`src/core/ufc_cfg.svh`:
```
// Offsets, field positions, reset values and levels of the flow block.
// Assumes inclusion by the design, checker and bench files; definitions, no logic.
`ifndef UFC_CFG_SVH
`define UFC_CFG_SVH
// Register index within a channel window (byte address = 4 * index)
`define UFC_IDX_SCRATCH   4'h0
`define UFC_IDX_EFC       4'h1
`define UFC_IDX_IER       4'h2
`define UFC_IDX_ISR       4'h3
`define UFC_IDX_LCR       4'h4
`define UFC_IDX_MCR       4'h5
`define UFC_IDX_LSR       4'h6
`define UFC_IDX_MSR       4'h7
`define UFC_IDX_FCR       4'h8
`define UFC_IDX_RES1      4'h9
`define UFC_IDX_RES2      4'hA
`define UFC_IDX_PAU1      4'hB
`define UFC_IDX_PAU2      4'hC
`define UFC_IDX_EVSTAT    4'hD
`define UFC_IDX_EVCLR     4'hE
`define UFC_IDX_EVEN      4'hF
// Enhanced feature control fields
`define UFC_EFC_ACTS      7
`define UFC_EFC_ARTS      6
`define UFC_EFC_SPEC      5
`define UFC_EFC_ENH       4
// Modem control fields
`define UFC_MCR_DTR       0
`define UFC_MCR_RTS       1
`define UFC_MCR_OP1       2
`define UFC_MCR_OP2       3
`define UFC_MCR_LOOP      4
// Reset values
`define UFC_LSR_RST       8'h60
`define UFC_ZERO8         8'h00
// Receive trigger levels picked by fifo control bits 7:6
`define UFC_TRIG0         5'h01
`define UFC_TRIG1         5'h04
`define UFC_TRIG2         5'h08
`define UFC_TRIG3         5'h0E
// Event bit positions in the event status register
`define UFC_EV_SPEC       0
`define UFC_EV_TRIG       1
`define UFC_EV_MODEM      2
`define UFC_EV_PAUSE      3
`endif

```
`src/core/ufc_pkg.sv`:
```
// Types shared by the flow-control block and its bench.
// Assumes the constants header is included where fields are used.
package ufc_pkg;
	// Active-low modem inputs of one channel
	typedef struct packed {
		logic cd_n;
		logic ri_n;
		logic dsr_n;
		logic cts_n;
	} ufc_modem_in_type;
	// One received character
	typedef struct packed {
		logic       valid;
		logic [7:0] data;
	} ufc_rx_char_type;
	// Pin outputs of one channel
	typedef struct packed {
		logic txd;
		logic rts_n;
		logic dtr_n;
		logic receive_dma_ready_n;
		logic transmit_dma_ready_n;
	} ufc_pins_out_type;
	// Flow character sender state
	typedef enum logic [2:0] {
		UFC_FC_IDLE   = 3'b001,
		UFC_FC_FIRST  = 3'b010,
		UFC_FC_SECOND = 3'b100
	} ufc_fc_state_type;
endpackage

```
`src/core/ufc_top.sv`:
```
// Flow control, scratch and reset state of a four-channel serial port.
// Assumes an APB master, and outside serialisers and fifos per channel.
// How it works
// - Scratch byte per channel reads back exactly what was written.
// - Auto clear-to-send: stop after current character while pin high.
// - Auto request-to-send: interrupt at trigger, throttle at next level.
// - Request-to-send released when fill drops below next lower level.
// - Without auto mode request-to-send follows modem control bit.
// - Special detect: match second pause char, keep it unless flow compare takes it as a pause code, flag status.
// - Character registers compare bit zero against first received bit.
// - Enhanced enable and status bits, and control bit 6, writable only when enabled.
// - Upper selection bits choose which flow pair is transmitted.
// - Lower selection bits choose which flow pair is compared.
// - Dual selection sends and matches the pair back to back.
// - Flow characters are codes only, except the first of a dual pair, which is passed on as data.
// - Reset zeroes control registers; interrupt status reads 01.
// - Line status reads 60 after reset.
// - Modem deltas clear at reset; upper bits follow pins.
// - Reset drives data, rts, dtr, rx ready high; tx ready low.
// - Clear-to-send status is inverted pin, or rts bit in loopback.
`timescale 1ns/10ps
`include "ufc_cfg.svh"
module ufc_top #(
	parameter int NCH = 4
) (
	// Clock, reset, enable
	input  wire logic                          clk,
	input  wire logic                          resetn,
	input  wire logic                          ce,
	// APB slave
	input  wire logic                          psel,
	input  wire logic                          penable,
	input  wire logic                          pwrite,
	input  wire logic [11:0]                   paddr,
	input  wire logic [31:0]                   pwdata,
	output logic      [31:0]                   prdata,
	output logic                               pready,
	output logic                               pslverr,
	// Modem pins and outside channel logic
	input  wire ufc_pkg::ufc_modem_in_type [NCH-1:0] modem_in,
	input  wire ufc_pkg::ufc_rx_char_type  [NCH-1:0] rx_char,
	input  wire logic [NCH-1:0][4:0]           rx_level,
	input  wire logic [NCH-1:0][7:0]           line_stat_in,
	input  wire logic [NCH-1:0]                tx_bit,
	input  wire logic [NCH-1:0]                tx_fifo_full,
	// Flow results
	output logic      [NCH-1:0]                rx_store,
	output logic      [NCH-1:0]                tx_allow,
	output logic      [NCH-1:0]                fc_valid,
	output logic      [NCH-1:0][7:0]           fc_char,
	input  wire logic [NCH-1:0]                fc_ready,
	// Pins and interrupt
	output ufc_pkg::ufc_pins_out_type [NCH-1:0] pins_out,
	output logic                               irq
);

	// Trigger level lookup, used for programmed, higher and lower levels
	function automatic logic [4:0] trig(input logic [1:0] s);
		case (s)
			2'h0: trig = `UFC_TRIG0;
			2'h1: trig = `UFC_TRIG1;
			2'h2: trig = `UFC_TRIG2;
			default: trig = `UFC_TRIG3;
		endcase
	endfunction

	logic [NCH-1:0][7:0] scr_r, efc_r, ier_r, lcr_r, mcr_r, fcr_r;
	logic [NCH-1:0][7:0] res1_r, res2_r, pau1_r, pau2_r, lsr_r;
	logic [NCH-1:0][1:0] isr_hi_r;
	logic [NCH-1:0][3:0] delta_r, prev_r, msr_hi, ev_r, ev_en_r;
	logic [NCH-1:0][3:0] ev_set;
	logic [NCH-1:0]      primed_r, full_r, at_trig_r, paused_r;
	logic [NCH-1:0]      half_res_r, half_pau_r, sent_pau_r;
	logic [NCH-1:0]      got_res, got_pau, got_spec, flow_hit;
	logic [NCH-1:0]      hi_hit, lo_hit, trig_hit;
	ufc_pkg::ufc_fc_state_type [NCH-1:0] fc_st_r;
	logic                wr, rd, bad;
	logic [1:0]          ch;
	logic [3:0]          idx;

	// Decode: channel in address bits 7:6, word index in 5:2
	assign bad = |paddr[11:8];
	assign ch  = paddr[7:6];
	assign idx = paddr[5:2];
	assign wr  = ce & psel & penable & pwrite & ~bad;
	assign rd  = ce & psel & penable & ~pwrite & ~bad;
	assign pready  = 1'b1;
	assign pslverr = psel & penable & bad;

	// Modem status upper bits, loopback takes modem control bits
	always_comb begin
		for (int c = 0; c < NCH; c++) begin
			if (mcr_r[c][`UFC_MCR_LOOP]) begin
				msr_hi[c] = {mcr_r[c][`UFC_MCR_OP2],
					mcr_r[c][`UFC_MCR_OP1],
					mcr_r[c][`UFC_MCR_DTR],
					mcr_r[c][`UFC_MCR_RTS]};
			end else begin
				msr_hi[c] = ~modem_in[c];
			end
		end
	end

	// Plain control registers, written in full from the bus
	always_ff @(posedge clk or negedge resetn) begin
		if (!resetn) begin
			scr_r <= '0;
			efc_r <= '0;
			lcr_r <= '0;
			fcr_r <= '0;
			res1_r <= '0;
			res2_r <= '0;
			pau1_r <= '0;
			pau2_r <= '0;
		end else if (wr) begin
			case (idx)
				`UFC_IDX_SCRATCH: scr_r[ch] <= pwdata[7:0];
				`UFC_IDX_EFC:     efc_r[ch] <= pwdata[7:0];
				`UFC_IDX_LCR:     lcr_r[ch] <= pwdata[7:0];
				`UFC_IDX_FCR:     fcr_r[ch] <= pwdata[7:0];
				`UFC_IDX_RES1:    res1_r[ch] <= pwdata[7:0];
				`UFC_IDX_RES2:    res2_r[ch] <= pwdata[7:0];
				`UFC_IDX_PAU1:    pau1_r[ch] <= pwdata[7:0];
				`UFC_IDX_PAU2:    pau2_r[ch] <= pwdata[7:0];
				default: ;
			endcase
		end
	end

	// Enhanced bits only move while the enhanced enable is set, so
	// older drivers cannot disturb them once the enable is cleared
	always_ff @(posedge clk or negedge resetn) begin
		if (!resetn) begin
			ier_r <= '0;
			mcr_r <= '0;
		end else if (wr) begin
			if (idx == `UFC_IDX_IER) begin
				ier_r[ch][3:0] <= pwdata[3:0];
				if (efc_r[ch][`UFC_EFC_ENH])
					ier_r[ch][7:4] <= pwdata[7:4];
			end
			if (idx == `UFC_IDX_MCR) begin
				mcr_r[ch][5:0] <= pwdata[5:0];
				mcr_r[ch][7] <= pwdata[7];
				if (efc_r[ch][`UFC_EFC_ENH])
					mcr_r[ch][6] <= pwdata[6];
			end
		end
	end

	// Status bits 5:4; a special match sets bit 4 over a clearing write
	always_ff @(posedge clk or negedge resetn) begin
		if (!resetn) begin
			isr_hi_r <= '0;
		end else if (ce) begin
			for (int c = 0; c < NCH; c++) begin
				if (wr && ch == 2'(c) && idx == `UFC_IDX_ISR &&
				    efc_r[c][`UFC_EFC_ENH])
					isr_hi_r[c] <= pwdata[5:4];
				if (got_spec[c])
					isr_hi_r[c][0] <= 1'b1;
			end
		end
	end

	// Line status copy, reads 60 until the line logic takes over
	always_ff @(posedge clk or negedge resetn) begin
		if (!resetn)
			lsr_r <= {NCH{`UFC_LSR_RST}};
		else if (ce)
			lsr_r <= line_stat_in;
	end

	// Modem deltas; first cycle after reset only primes the history
	// so a pin already low does not fake a change
	always_ff @(posedge clk or negedge resetn) begin
		if (!resetn) begin
			delta_r  <= '0;
			prev_r   <= '0;
			primed_r <= '0;
		end else if (ce) begin
			for (int c = 0; c < NCH; c++) begin
				prev_r[c]   <= msr_hi[c];
				primed_r[c] <= 1'b1;
				if (rd && ch == 2'(c) && idx == `UFC_IDX_MSR)
					delta_r[c] <= '0;
				if (primed_r[c]) begin
					if (prev_r[c][0] != msr_hi[c][0])
						delta_r[c][0] <= 1'b1;
					if (prev_r[c][1] != msr_hi[c][1])
						delta_r[c][1] <= 1'b1;
					if (prev_r[c][2] & ~msr_hi[c][2])
						delta_r[c][2] <= 1'b1;
					if (prev_r[c][3] != msr_hi[c][3])
						delta_r[c][3] <= 1'b1;
				end
			end
		end
	end

	// Receive compare against the flow characters
	always_comb begin
		for (int c = 0; c < NCH; c++) begin
			logic [7:0] d;
			logic       v;
			d = rx_char[c].data;
			v = rx_char[c].valid;
			got_res[c] = 1'b0;
			got_pau[c] = 1'b0;
			case (efc_r[c][1:0])
				2'b10: begin
					got_res[c] = v & (d == res1_r[c]);
					got_pau[c] = v & (d == pau1_r[c]);
				end
				2'b01: begin
					got_res[c] = v & (d == res2_r[c]);
					got_pau[c] = v & (d == pau2_r[c]);
				end
				2'b11: begin
					got_res[c] = v & half_res_r[c] &
						(d == res2_r[c]);
					got_pau[c] = v & half_pau_r[c] &
						(d == pau2_r[c]);
				end
				default: ;
			endcase
			got_spec[c] = v & efc_r[c][`UFC_EFC_SPEC] &
				(d == pau2_r[c]);
			flow_hit[c] = got_res[c] | got_pau[c];
			rx_store[c] = v & ~flow_hit[c];
		end
	end

	// Pair tracking and pause state; the pair must be consecutive
	always_ff @(posedge clk or negedge resetn) begin
		if (!resetn) begin
			half_res_r <= '0;
			half_pau_r <= '0;
			paused_r   <= '0;
		end else if (ce) begin
			for (int c = 0; c < NCH; c++) begin
				if (rx_char[c].valid) begin
					half_res_r[c] <= rx_char[c].data == res1_r[c];
					half_pau_r[c] <= rx_char[c].data == pau1_r[c];
				end
				if (efc_r[c][1:0] == 2'b00)
					paused_r[c] <= 1'b0;
				else if (got_pau[c])
					paused_r[c] <= 1'b1;
				else if (got_res[c])
					paused_r[c] <= 1'b0;
			end
		end
	end

	// Fill thresholds with hysteresis one trigger step each way
	always_comb begin
		for (int c = 0; c < NCH; c++) begin
			logic [1:0] s;
			s = fcr_r[c][7:6];
			hi_hit[c] = rx_level[c] >= trig((s == 2'h3) ? s : s + 2'h1);
			lo_hit[c] = rx_level[c] < trig((s == 2'h0) ? s : s - 2'h1);
			trig_hit[c] = rx_level[c] >= trig(s);
		end
	end

	// Throttle state shared by hardware and software flow control
	always_ff @(posedge clk or negedge resetn) begin
		if (!resetn) begin
			full_r    <= '0;
			at_trig_r <= '0;
		end else if (ce) begin
			at_trig_r <= trig_hit;
			for (int c = 0; c < NCH; c++) begin
				if (hi_hit[c])
					full_r[c] <= 1'b1;
				else if (lo_hit[c])
					full_r[c] <= 1'b0;
			end
		end
	end

	// Flow character sender: one char, or the pair back to back
	always_ff @(posedge clk or negedge resetn) begin
		if (!resetn) begin
			fc_st_r    <= {NCH{ufc_pkg::UFC_FC_IDLE}};
			fc_valid   <= '0;
			fc_char    <= '0;
			sent_pau_r <= '0;
		end else if (ce) begin
			for (int c = 0; c < NCH; c++) begin
				case (fc_st_r[c])
					ufc_pkg::UFC_FC_IDLE: begin
						if (efc_r[c][3:2] != 2'b00 &&
						    full_r[c] != sent_pau_r[c]) begin
							sent_pau_r[c] <= full_r[c];
							fc_valid[c]   <= 1'b1;
							fc_st_r[c]    <= ufc_pkg::UFC_FC_FIRST;
							if (efc_r[c][3])
								fc_char[c] <= full_r[c] ?
									pau1_r[c] : res1_r[c];
							else
								fc_char[c] <= full_r[c] ?
									pau2_r[c] : res2_r[c];
						end
					end
					ufc_pkg::UFC_FC_FIRST: begin
						if (fc_ready[c]) begin
							if (efc_r[c][3:2] == 2'b11) begin
								fc_char[c] <= sent_pau_r[c] ?
									pau2_r[c] : res2_r[c];
								fc_st_r[c] <= ufc_pkg::UFC_FC_SECOND;
							end else begin
								fc_valid[c] <= 1'b0;
								fc_st_r[c]  <= ufc_pkg::UFC_FC_IDLE;
							end
						end
					end
					ufc_pkg::UFC_FC_SECOND: begin
						if (fc_ready[c]) begin
							fc_valid[c] <= 1'b0;
							fc_st_r[c]  <= ufc_pkg::UFC_FC_IDLE;
						end
					end
					default: begin
						fc_valid[c] <= 1'b0;
						fc_st_r[c]  <= ufc_pkg::UFC_FC_IDLE;
					end
				endcase
			end
		end
	end

	// Transmit gate; the serialiser checks it between characters only
	always_ff @(posedge clk or negedge resetn) begin
		if (!resetn) begin
			tx_allow <= '1;
		end else if (ce) begin
			for (int c = 0; c < NCH; c++)
				tx_allow[c] <= ~(efc_r[c][`UFC_EFC_ACTS] &
					modem_in[c].cts_n) & ~paused_r[c];
		end
	end

	// Pins, all held at their idle levels from reset
	always_ff @(posedge clk or negedge resetn) begin
		if (!resetn) begin
			for (int c = 0; c < NCH; c++)
				pins_out[c] <= 5'b11110;
		end else if (ce) begin
			for (int c = 0; c < NCH; c++) begin
				pins_out[c].txd <= tx_bit[c];
				pins_out[c].dtr_n <= ~mcr_r[c][`UFC_MCR_DTR];
				if (efc_r[c][`UFC_EFC_ARTS])
					pins_out[c].rts_n <= full_r[c] |
						~mcr_r[c][`UFC_MCR_RTS];
				else
					pins_out[c].rts_n <=
						~mcr_r[c][`UFC_MCR_RTS];
				pins_out[c].receive_dma_ready_n <= rx_level[c] == 5'h00;
				pins_out[c].transmit_dma_ready_n <= tx_fifo_full[c];
			end
		end
	end

	// Event sources for the sticky status
	always_comb begin
		for (int c = 0; c < NCH; c++) begin
			ev_set[c] = '0;
			ev_set[c][`UFC_EV_SPEC]  = got_spec[c];
			ev_set[c][`UFC_EV_TRIG]  = efc_r[c][`UFC_EFC_ARTS] &
				trig_hit[c] & ~at_trig_r[c];
			ev_set[c][`UFC_EV_MODEM] = primed_r[c] &
				(prev_r[c] != msr_hi[c]);
			ev_set[c][`UFC_EV_PAUSE] = got_pau[c];
		end
	end

	// Sticky status, write-one clear; a new event beats the clear
	always_ff @(posedge clk or negedge resetn) begin
		if (!resetn) begin
			ev_r    <= '0;
			ev_en_r <= '0;
		end else if (ce) begin
			for (int c = 0; c < NCH; c++) begin
				if (wr && ch == 2'(c) && idx == `UFC_IDX_EVEN)
					ev_en_r[c] <= pwdata[3:0];
				if (wr && ch == 2'(c) && idx == `UFC_IDX_EVCLR)
					ev_r[c] <= (ev_r[c] & ~pwdata[3:0]) | ev_set[c];
				else
					ev_r[c] <= ev_r[c] | ev_set[c];
			end
		end
	end

	assign irq = |(ev_r & ev_en_r);

	// Read mux, zero wait; unused bits read zero
	always_comb begin
		prdata = '0;
		if (!bad) begin
			case (idx)
				`UFC_IDX_SCRATCH: prdata[7:0] = scr_r[ch];
				`UFC_IDX_EFC:     prdata[7:0] = efc_r[ch];
				`UFC_IDX_IER:     prdata[7:0] = ier_r[ch];
				`UFC_IDX_ISR:     prdata[7:0] = {2'b00, isr_hi_r[ch],
					3'b000, ~|(ev_r[ch] & ev_en_r[ch])};
				`UFC_IDX_LCR:     prdata[7:0] = lcr_r[ch];
				`UFC_IDX_MCR:     prdata[7:0] = mcr_r[ch];
				`UFC_IDX_LSR:     prdata[7:0] = lsr_r[ch];
				`UFC_IDX_MSR:     prdata[7:0] = {msr_hi[ch],
					delta_r[ch]};
				`UFC_IDX_FCR:     prdata[7:0] = fcr_r[ch];
				`UFC_IDX_RES1:    prdata[7:0] = res1_r[ch];
				`UFC_IDX_RES2:    prdata[7:0] = res2_r[ch];
				`UFC_IDX_PAU1:    prdata[7:0] = pau1_r[ch];
				`UFC_IDX_PAU2:    prdata[7:0] = pau2_r[ch];
				`UFC_IDX_EVSTAT:  prdata[3:0] = ev_r[ch];
				`UFC_IDX_EVEN:    prdata[3:0] = ev_en_r[ch];
				default:          prdata = '0;
			endcase
		end
	end

endmodule

```
`config.mk`:
```
export PLATFORM = sky130hd
export DESIGN_NAME = ufc_top
export DESIGN_NICKNAME = d
export VERILOG_FILES = /design/src/core/ufc_pkg.sv /design/src/core/ufc_top.sv
export VERILOG_INCLUDE_DIRS = /design/src /design/src/core
export SDC_FILE = /design/constraint.sdc
export NUM_CORES = 1
export LEC_CHECK = 0
export ABC_CLOCK_PERIOD_IN_PS = 4250
export BUFFER_PORTS_ARGS = -buffer_cell sky130_fd_sc_hd__buf_2
export CORE_MARGIN = 2
export CORE_UTILIZATION = 60
export CTS_CLUSTER_SIZE = 10
export DETAILED_ROUTE_END_ITERATION = 12
export PLACE_DENSITY = 0.8
export SLEW_MARGIN = 40
export SYNTH_ARGS = -nofsm -noshare
export SYNTH_HDL_FRONTEND = slang
export SYNTH_SLANG_ARGS = --single-unit
```
`constraint.sdc`:
```
create_clock -name clk -period 4.25 [get_ports clk]
set_clock_uncertainty 0.05 [all_clocks]
set_input_delay 0.6375 -clock clk [delete_from_list [all_inputs] [get_ports clk]]
set_output_delay 0.6375 -clock clk [all_outputs]
set_load 0.01 [all_outputs]
```
# After elaboration in Yosys (flattened, before gate mapping)
# Index checks and enable logic that the tools add are counted.
op_classes:
  addsub: 8
  magnitude_cmp: 14
  n_eq_ne: 130
  n_mux: 226
  bitwise_logic: 133
  n_reduce_logical: 129
ops:
  columns: ["cell", "count"]
  rows:
  - ["$bwmux W32", 13]
  - ["$mux W8", 43]
  - ["$bmux W8 S2", 11]
  - ["$pmux W4 S3", 12]
  - ["$eq A8 B8 Y1", 16]
  - ["$demux W8 S2", 6]
  - ["$mux W4", 21]
  - ["$and A1 B1 Y1", 76]
  - ["$reduce_and A2 Y1", 34]
  - ["$mux W1", 64]
  - ["$mux W32", 2]
  - ["$pmux W8 S2", 4]
  - ["$eq A2 B2 Y1 const B", 30]
  - ["$pmux W4 S15", 1]
  - ["$pmux W4 S13", 1]
  - ["$mux W3", 16]
  - ["$ge A5 B5 Y1", 8]
  - ["$ne A2 B2 Y1 const B", 20]
  - ["$reduce_and A5 Y1", 8]
  - ["$pmux W1 S3", 12]
  - ["$pmux W3 S3", 4]
  - ["$eq A2 B1 Y1 const B", 17]
  - ["$logic_not A2 Y1", 17]
  - ["$logic_and A1 B1 Y1", 33]
  - ["other kinds (34)", 171]
totals:
  register_bits: 521
  inputBits: 166
  word_cells: 763

# Longest topological paths before layout
logic_depth:
  word_depth: 9
  mapped_depth: 8
  ltp_nobuf: 8

# Worst setup path after synthesis
# No wires, ideal clock.
synth_path:
  path_type: "input -> output"
  from: "input paddr[6]"
  to: "output prdata[0]"
  arrival_time_ns: 2.279
  required_ns: 3.562
  slack_ns: 1.284
  path_stages: 6
  cell_sequence: "buf_2 -> buf_2 -> mux4_2 -> a222oi_1 -> a31oi_1 -> a31oi_1"
synth_via:
  elab_chain_cells: 7
  word_cells_on_any_way: 33
synth_lines:
  columns: ["element", "line_no", "text"]
  rows:
  - ["from (decl)", "ufc_top.sv:34", "input wire logic [11:0] paddr,"]
  - ["$bmux W4 S2 (on tied branches)", "ufc_top.sv:407, ufc_top.sv:418, ufc_top.sv:419", null]
  - ["$mux W4 (on tied branches)", "ufc_top.sv:407, ufc_top.sv:418, ufc_top.sv:419", null]
  - ["$and A4 B4 Y4", "ufc_top.sv:407", "3'b000, ~|(ev_r[ch] & ev_en_r[ch])};"]
  - ["$reduce_or A4 Y1", "ufc_top.sv:407", null]
  - ["$logic_not A1 Y1", "ufc_top.sv:407", null]
  - ["$pmux W4 S15 *", "ufc_top.sv:402", "case (idx)"]
  - ["$mux W8 *", "ufc_top.sv:401", "if (!bad) begin"]
  - ["to (decl)", "ufc_top.sv:36", "output logic [31:0] prdata,"]
# Every way passes the cells marked *; elsewhere a longest branch is shown, timed or not. The select of a mux whose other input is x is not followed.

# Worst setup path in the final report
# Same ends and word-level chain as after synthesis.

==> summary.md <==
| Metric | Value |
|---|---|
| Final setup violation count | 0 |
| Routed vias | 20757 |
| Sequential-to-total area share from yosys stat | 45.4% |
| Routed Antenna Nets | 0 |
| Maximum clock path buffer count | 3 |
| Critical-path cell list | buf_6, buf_4, mux4_2, a22oi_1, nand4_1, a31oi_1, a31oi_1, buf_2 |
| FILL cells | approximately 3400 |
| FF-to-FF Start | full_r[0] |
| Hold Path Sink | lsr_r[25] |
| Crit end category | output port |
| Grt total ovfl | 0 |
| Placement Rows | 80 |
| CTS Buf Count | between 50 and 60 |
| Sw Share | 27.1% |
| Worst Tran Pin Value | 868 ps |
| CTS Root Cell | clkbuf_16 |
| Worst R2R Setup Slack | 1880 ps |
| Initial DRC count | ~2200 |
| Synth unique cells | 73 |
| Post-synth top area share | 42.4% |
| Drt wl/cell | 27.8 µm |
| Skew-Pair Late Insertion Delay | 650 ps |
| CTS tree | done |
| Post-synth EDFFs | 0 |
| Hold Path Class | in2reg |
| Leakage power figure | 15.3 nW |
| Largest net degree at the start of global routing | roughly 130 |
| DRC Markers | 0 |
| Post-layout nets | 2708 |
| Post-synth top flop | dfrtp_1 |
| Slowest stage delay, CP | between 500 and 600 ps |
| Final hold violation count | 0 |
| Outcome | finished clean |
| Fmax | 0.258 GHz |
| P_sw | 3.22 mW |
| MaxCap Viol Count | 0 |
| Internal power | roughly 8.6 mW |
| Port Buffers | ~210 |
| Slew headroom | 42.0% |
| PD cells | 367 nW/µm² |
| CP Max Fanout | 35 |
| Post-DP HPWL | around 63000 µm |
| Worst R2R End | fc_char[2] |
| Clk network pwr share | 39.8% |
| Worst Path Required | 3560 ps |
| Setup CP Type | in2out |
| ANT cells | 0 |
| Slew Limit Fails | 0 |
| Total power | 11.9 mW |
| Drt total wl | 87700 µm |
| Synth area leaders | dfrtp_1 42%, mux2_2 15%, mux4_2 11%, dfstp_2 2.9%, xor2_1 2.9% |
| GPL Wtd Cong | 1.05 |
| Post-synthesis register bit count | 521 |
| RSZ-0062 raised after global routing | false |
| Hold-critical path depth | 2 |
| Post-Syn Area per Cell | between 10 and 15 µm² |
| Share of cells above drive strength 1 | 38.8% |
| Die area | 49800 µm² |
| Critical Path Slowest Stage Cell | mux4_2 |
| Die span in y | 223 µm |
| Setup TNS after final layout | 0 ps |
| Cells after Synth | 2277 |
| Worst Hold Launch | line_stat_in[25] |
| # H-tree levels | 2 |
| First-pass GRT wire length | around 130000 µm |
| Reg clk slew, reported paths | 50 ps |
| Number of global-route vias before repair | between 20000 and 25000 |
| DIE WIDTH | 223 µm |
| Clock sinks | 521 |
| Combinational Power Share | 14.4% |
| Period minus WS final | 3880 ps |
| Average via count per standard cell | roughly 6.6 |
| Cell accounting for the most synthesized area | dfrtp_1 |
| Final period utilization | around 91% |
| Cell area after synthesis | 28800 µm² |
| Core Area | 47500 µm² |
| WP data arrival | 3190 ps |
| Initial antenna violation count | 4 |
| # IOs | about 270 |
| R2R cell count | 5 |
| Crit-path most repeated cell | a31oi_1 |
| Worst Setup Start Kind | input pin |
| Layout Area Growth over Synthesis | 12.2% |
| Initial Utilization | 60.6% |
| Setup Buffers After CTS | 0 |
| Peak VDD IR | 351 µV |
| Flop pwr share | 45.8% |
| Asr flop ratio synth | 100% |
| Overall routing resource usage | ~36% |
| DRT Pass-1 Iters | 6 |
| Yosys warnings | 0 |
[power groups by stage]
stage	sequential [mW]	combinational [mW]	clock (mW)
after floorplan	5.53	0.995	0
after global placement	5.49	1.64	0
after detailed placement	5.52	1.70	0
after CTS	5.43	1.70	4.79
after global routing	5.47	1.86	4.97
final	5.44	1.70	4.72
[flip-flops by register name (all words and copies together) (netlist names), 12 cells and up]
register / flops
fc_char: 32
mcr_r: 32
fcr_r: 32
lsr_r: 32
pau1_r: 32
ev_en_r: 16
prev_r: 16
delta_r: 16
ier_r: 32
scr_r: 32
ev_r: 16
pau2_r: 32
fc_st_r: 12
efc_r: 32
lcr_r: 32
res1_r: 32
res2_r: 32
pins_out: 20
[area by class of cell]
cell class | count | area (µm²) | area share, %
clock buffers | 101 | 1650 | 5.11
clock inverters | 5 | 83.8 | 0.259
inverters | 49 | 184 | 0.569
multi-input cells | 1597 | 14900 | 46.2
flip-flops and latches | 521 | 13100 | 40.4
well taps | 615 | 769 | 2.38
repair buffers | 266 | 1640 | 5.06
[repair_timing]
action                                 in CTS  in global routing
gates resized for setup                     0                  0
endpoints found under the hold margin      40                  0
hold buffers                                1                  0
[per-layer routing]
metal	wire length [µm]	global-route usage [%]	vias to the layer above
met5	33	0	-
met4	4830	18.3	6
met3	8830	8.84	262
met2	39900	54.9	1143
met1	34100	48.3	10589
li1	-	-	8757
[worst max-delay path by stage]
| stage | start | to | slack [ps] | cells past startpoint |
|---|---|---|---|---|
| after floorplan | paddr[6] | prdata[0] | 1280 | 6 |
| after global placement | paddr[6] | prdata[0] | 530 | 8 |
| after detailed placement | paddr[6] | prdata[0] | 510 | 8 |
| after CTS | paddr[6] | prdata[0] | 510 | 8 |
| after global routing | paddr[6] | prdata[0] | 330 | 8 |
| final | paddr[6] | prdata[0] | 370 | 8 |
[through the flow]
stage / util, % / cell area, µm² / hold WS [ps] / setup WS (ps) / std cells
after floorplan: - / 29000 / 292 / 1280 / 2308
after global placement: 64.2 / 30500 / 394 / 526 / 3046
after detailed placement: 64.3 / 30600 / 397 / 512 / 3047
after CTS: 68.0 / 32300 / 150 / 506 / 3154
after global routing: 68.0 / 32300 / 173 / 328 / 3154
final: 68.0 / 32300 / 180 / 368 / 3154
[cell usage after synthesis (all sizes together) (44+ instances only)]
| cell | n |
|---|---|
| dfrtp | 489 |
| mux2 | 420 |
| nand2 | 157 |
| nor2 | 152 |
| mux4 | 137 |
| xor2 | 96 |
| o21ai | 94 |
| buf | 83 |
| a21oi | 62 |
| clkbuf | 58 |
| mux2i | 53 |
| inv | 49 |
| ha | 48 |
| xnor2 | 48 |
| nand3 | 44 |
[cell families (layout without fill, tap and decap cells)]
kind of cell | count (synthesis) | in the layout | synth area share (%)
buffers and inverters | 190 | 421 | 3.30
DFF | 521 | 521 | 45.4
adders and majority gates | 48 | 48 | 2.08
xor gates and xnor gates | 144 | 144 | 4.37
other | 2 | 33 | 0.0260
AOI/OAI and AO/OA | 284 | 284 | 6.29
and+or+nand+nor | 478 | 478 | 9.32
muxes | 610 | 610 | 29.3
[worst max-delay path, delay by kind of cell]
kind | cells | cell delay (ps)
buffers and inverters | 3 | 880
muxes | 1 | 510
AOI/OAI and AO/OA | 3 | 960
and+or+nand+nor | 1 | 160
[cell usage in the layout (no fill, tap or decap), drive strengths merged, types with 12 or more instances in the layout]
cell    synthesis  layout
dfrtp         489     489
mux2          420     420
buf            83     265
nand2         157     157
nor2          152     152
mux4          137     137
clkbuf         58     101
xor2           96      96
o21ai          94      94
a21oi          62      62
mux2i          53      53
inv            49      52
xnor2          48      48
ha             48      48
nand3          44      44
a22oi          37      37
conb            2      33
dfstp          32      32
nor4           27      27
nor3           22      22
nand2b         17      17
a22o           12      12
Power figures use the tool's default switching activity.
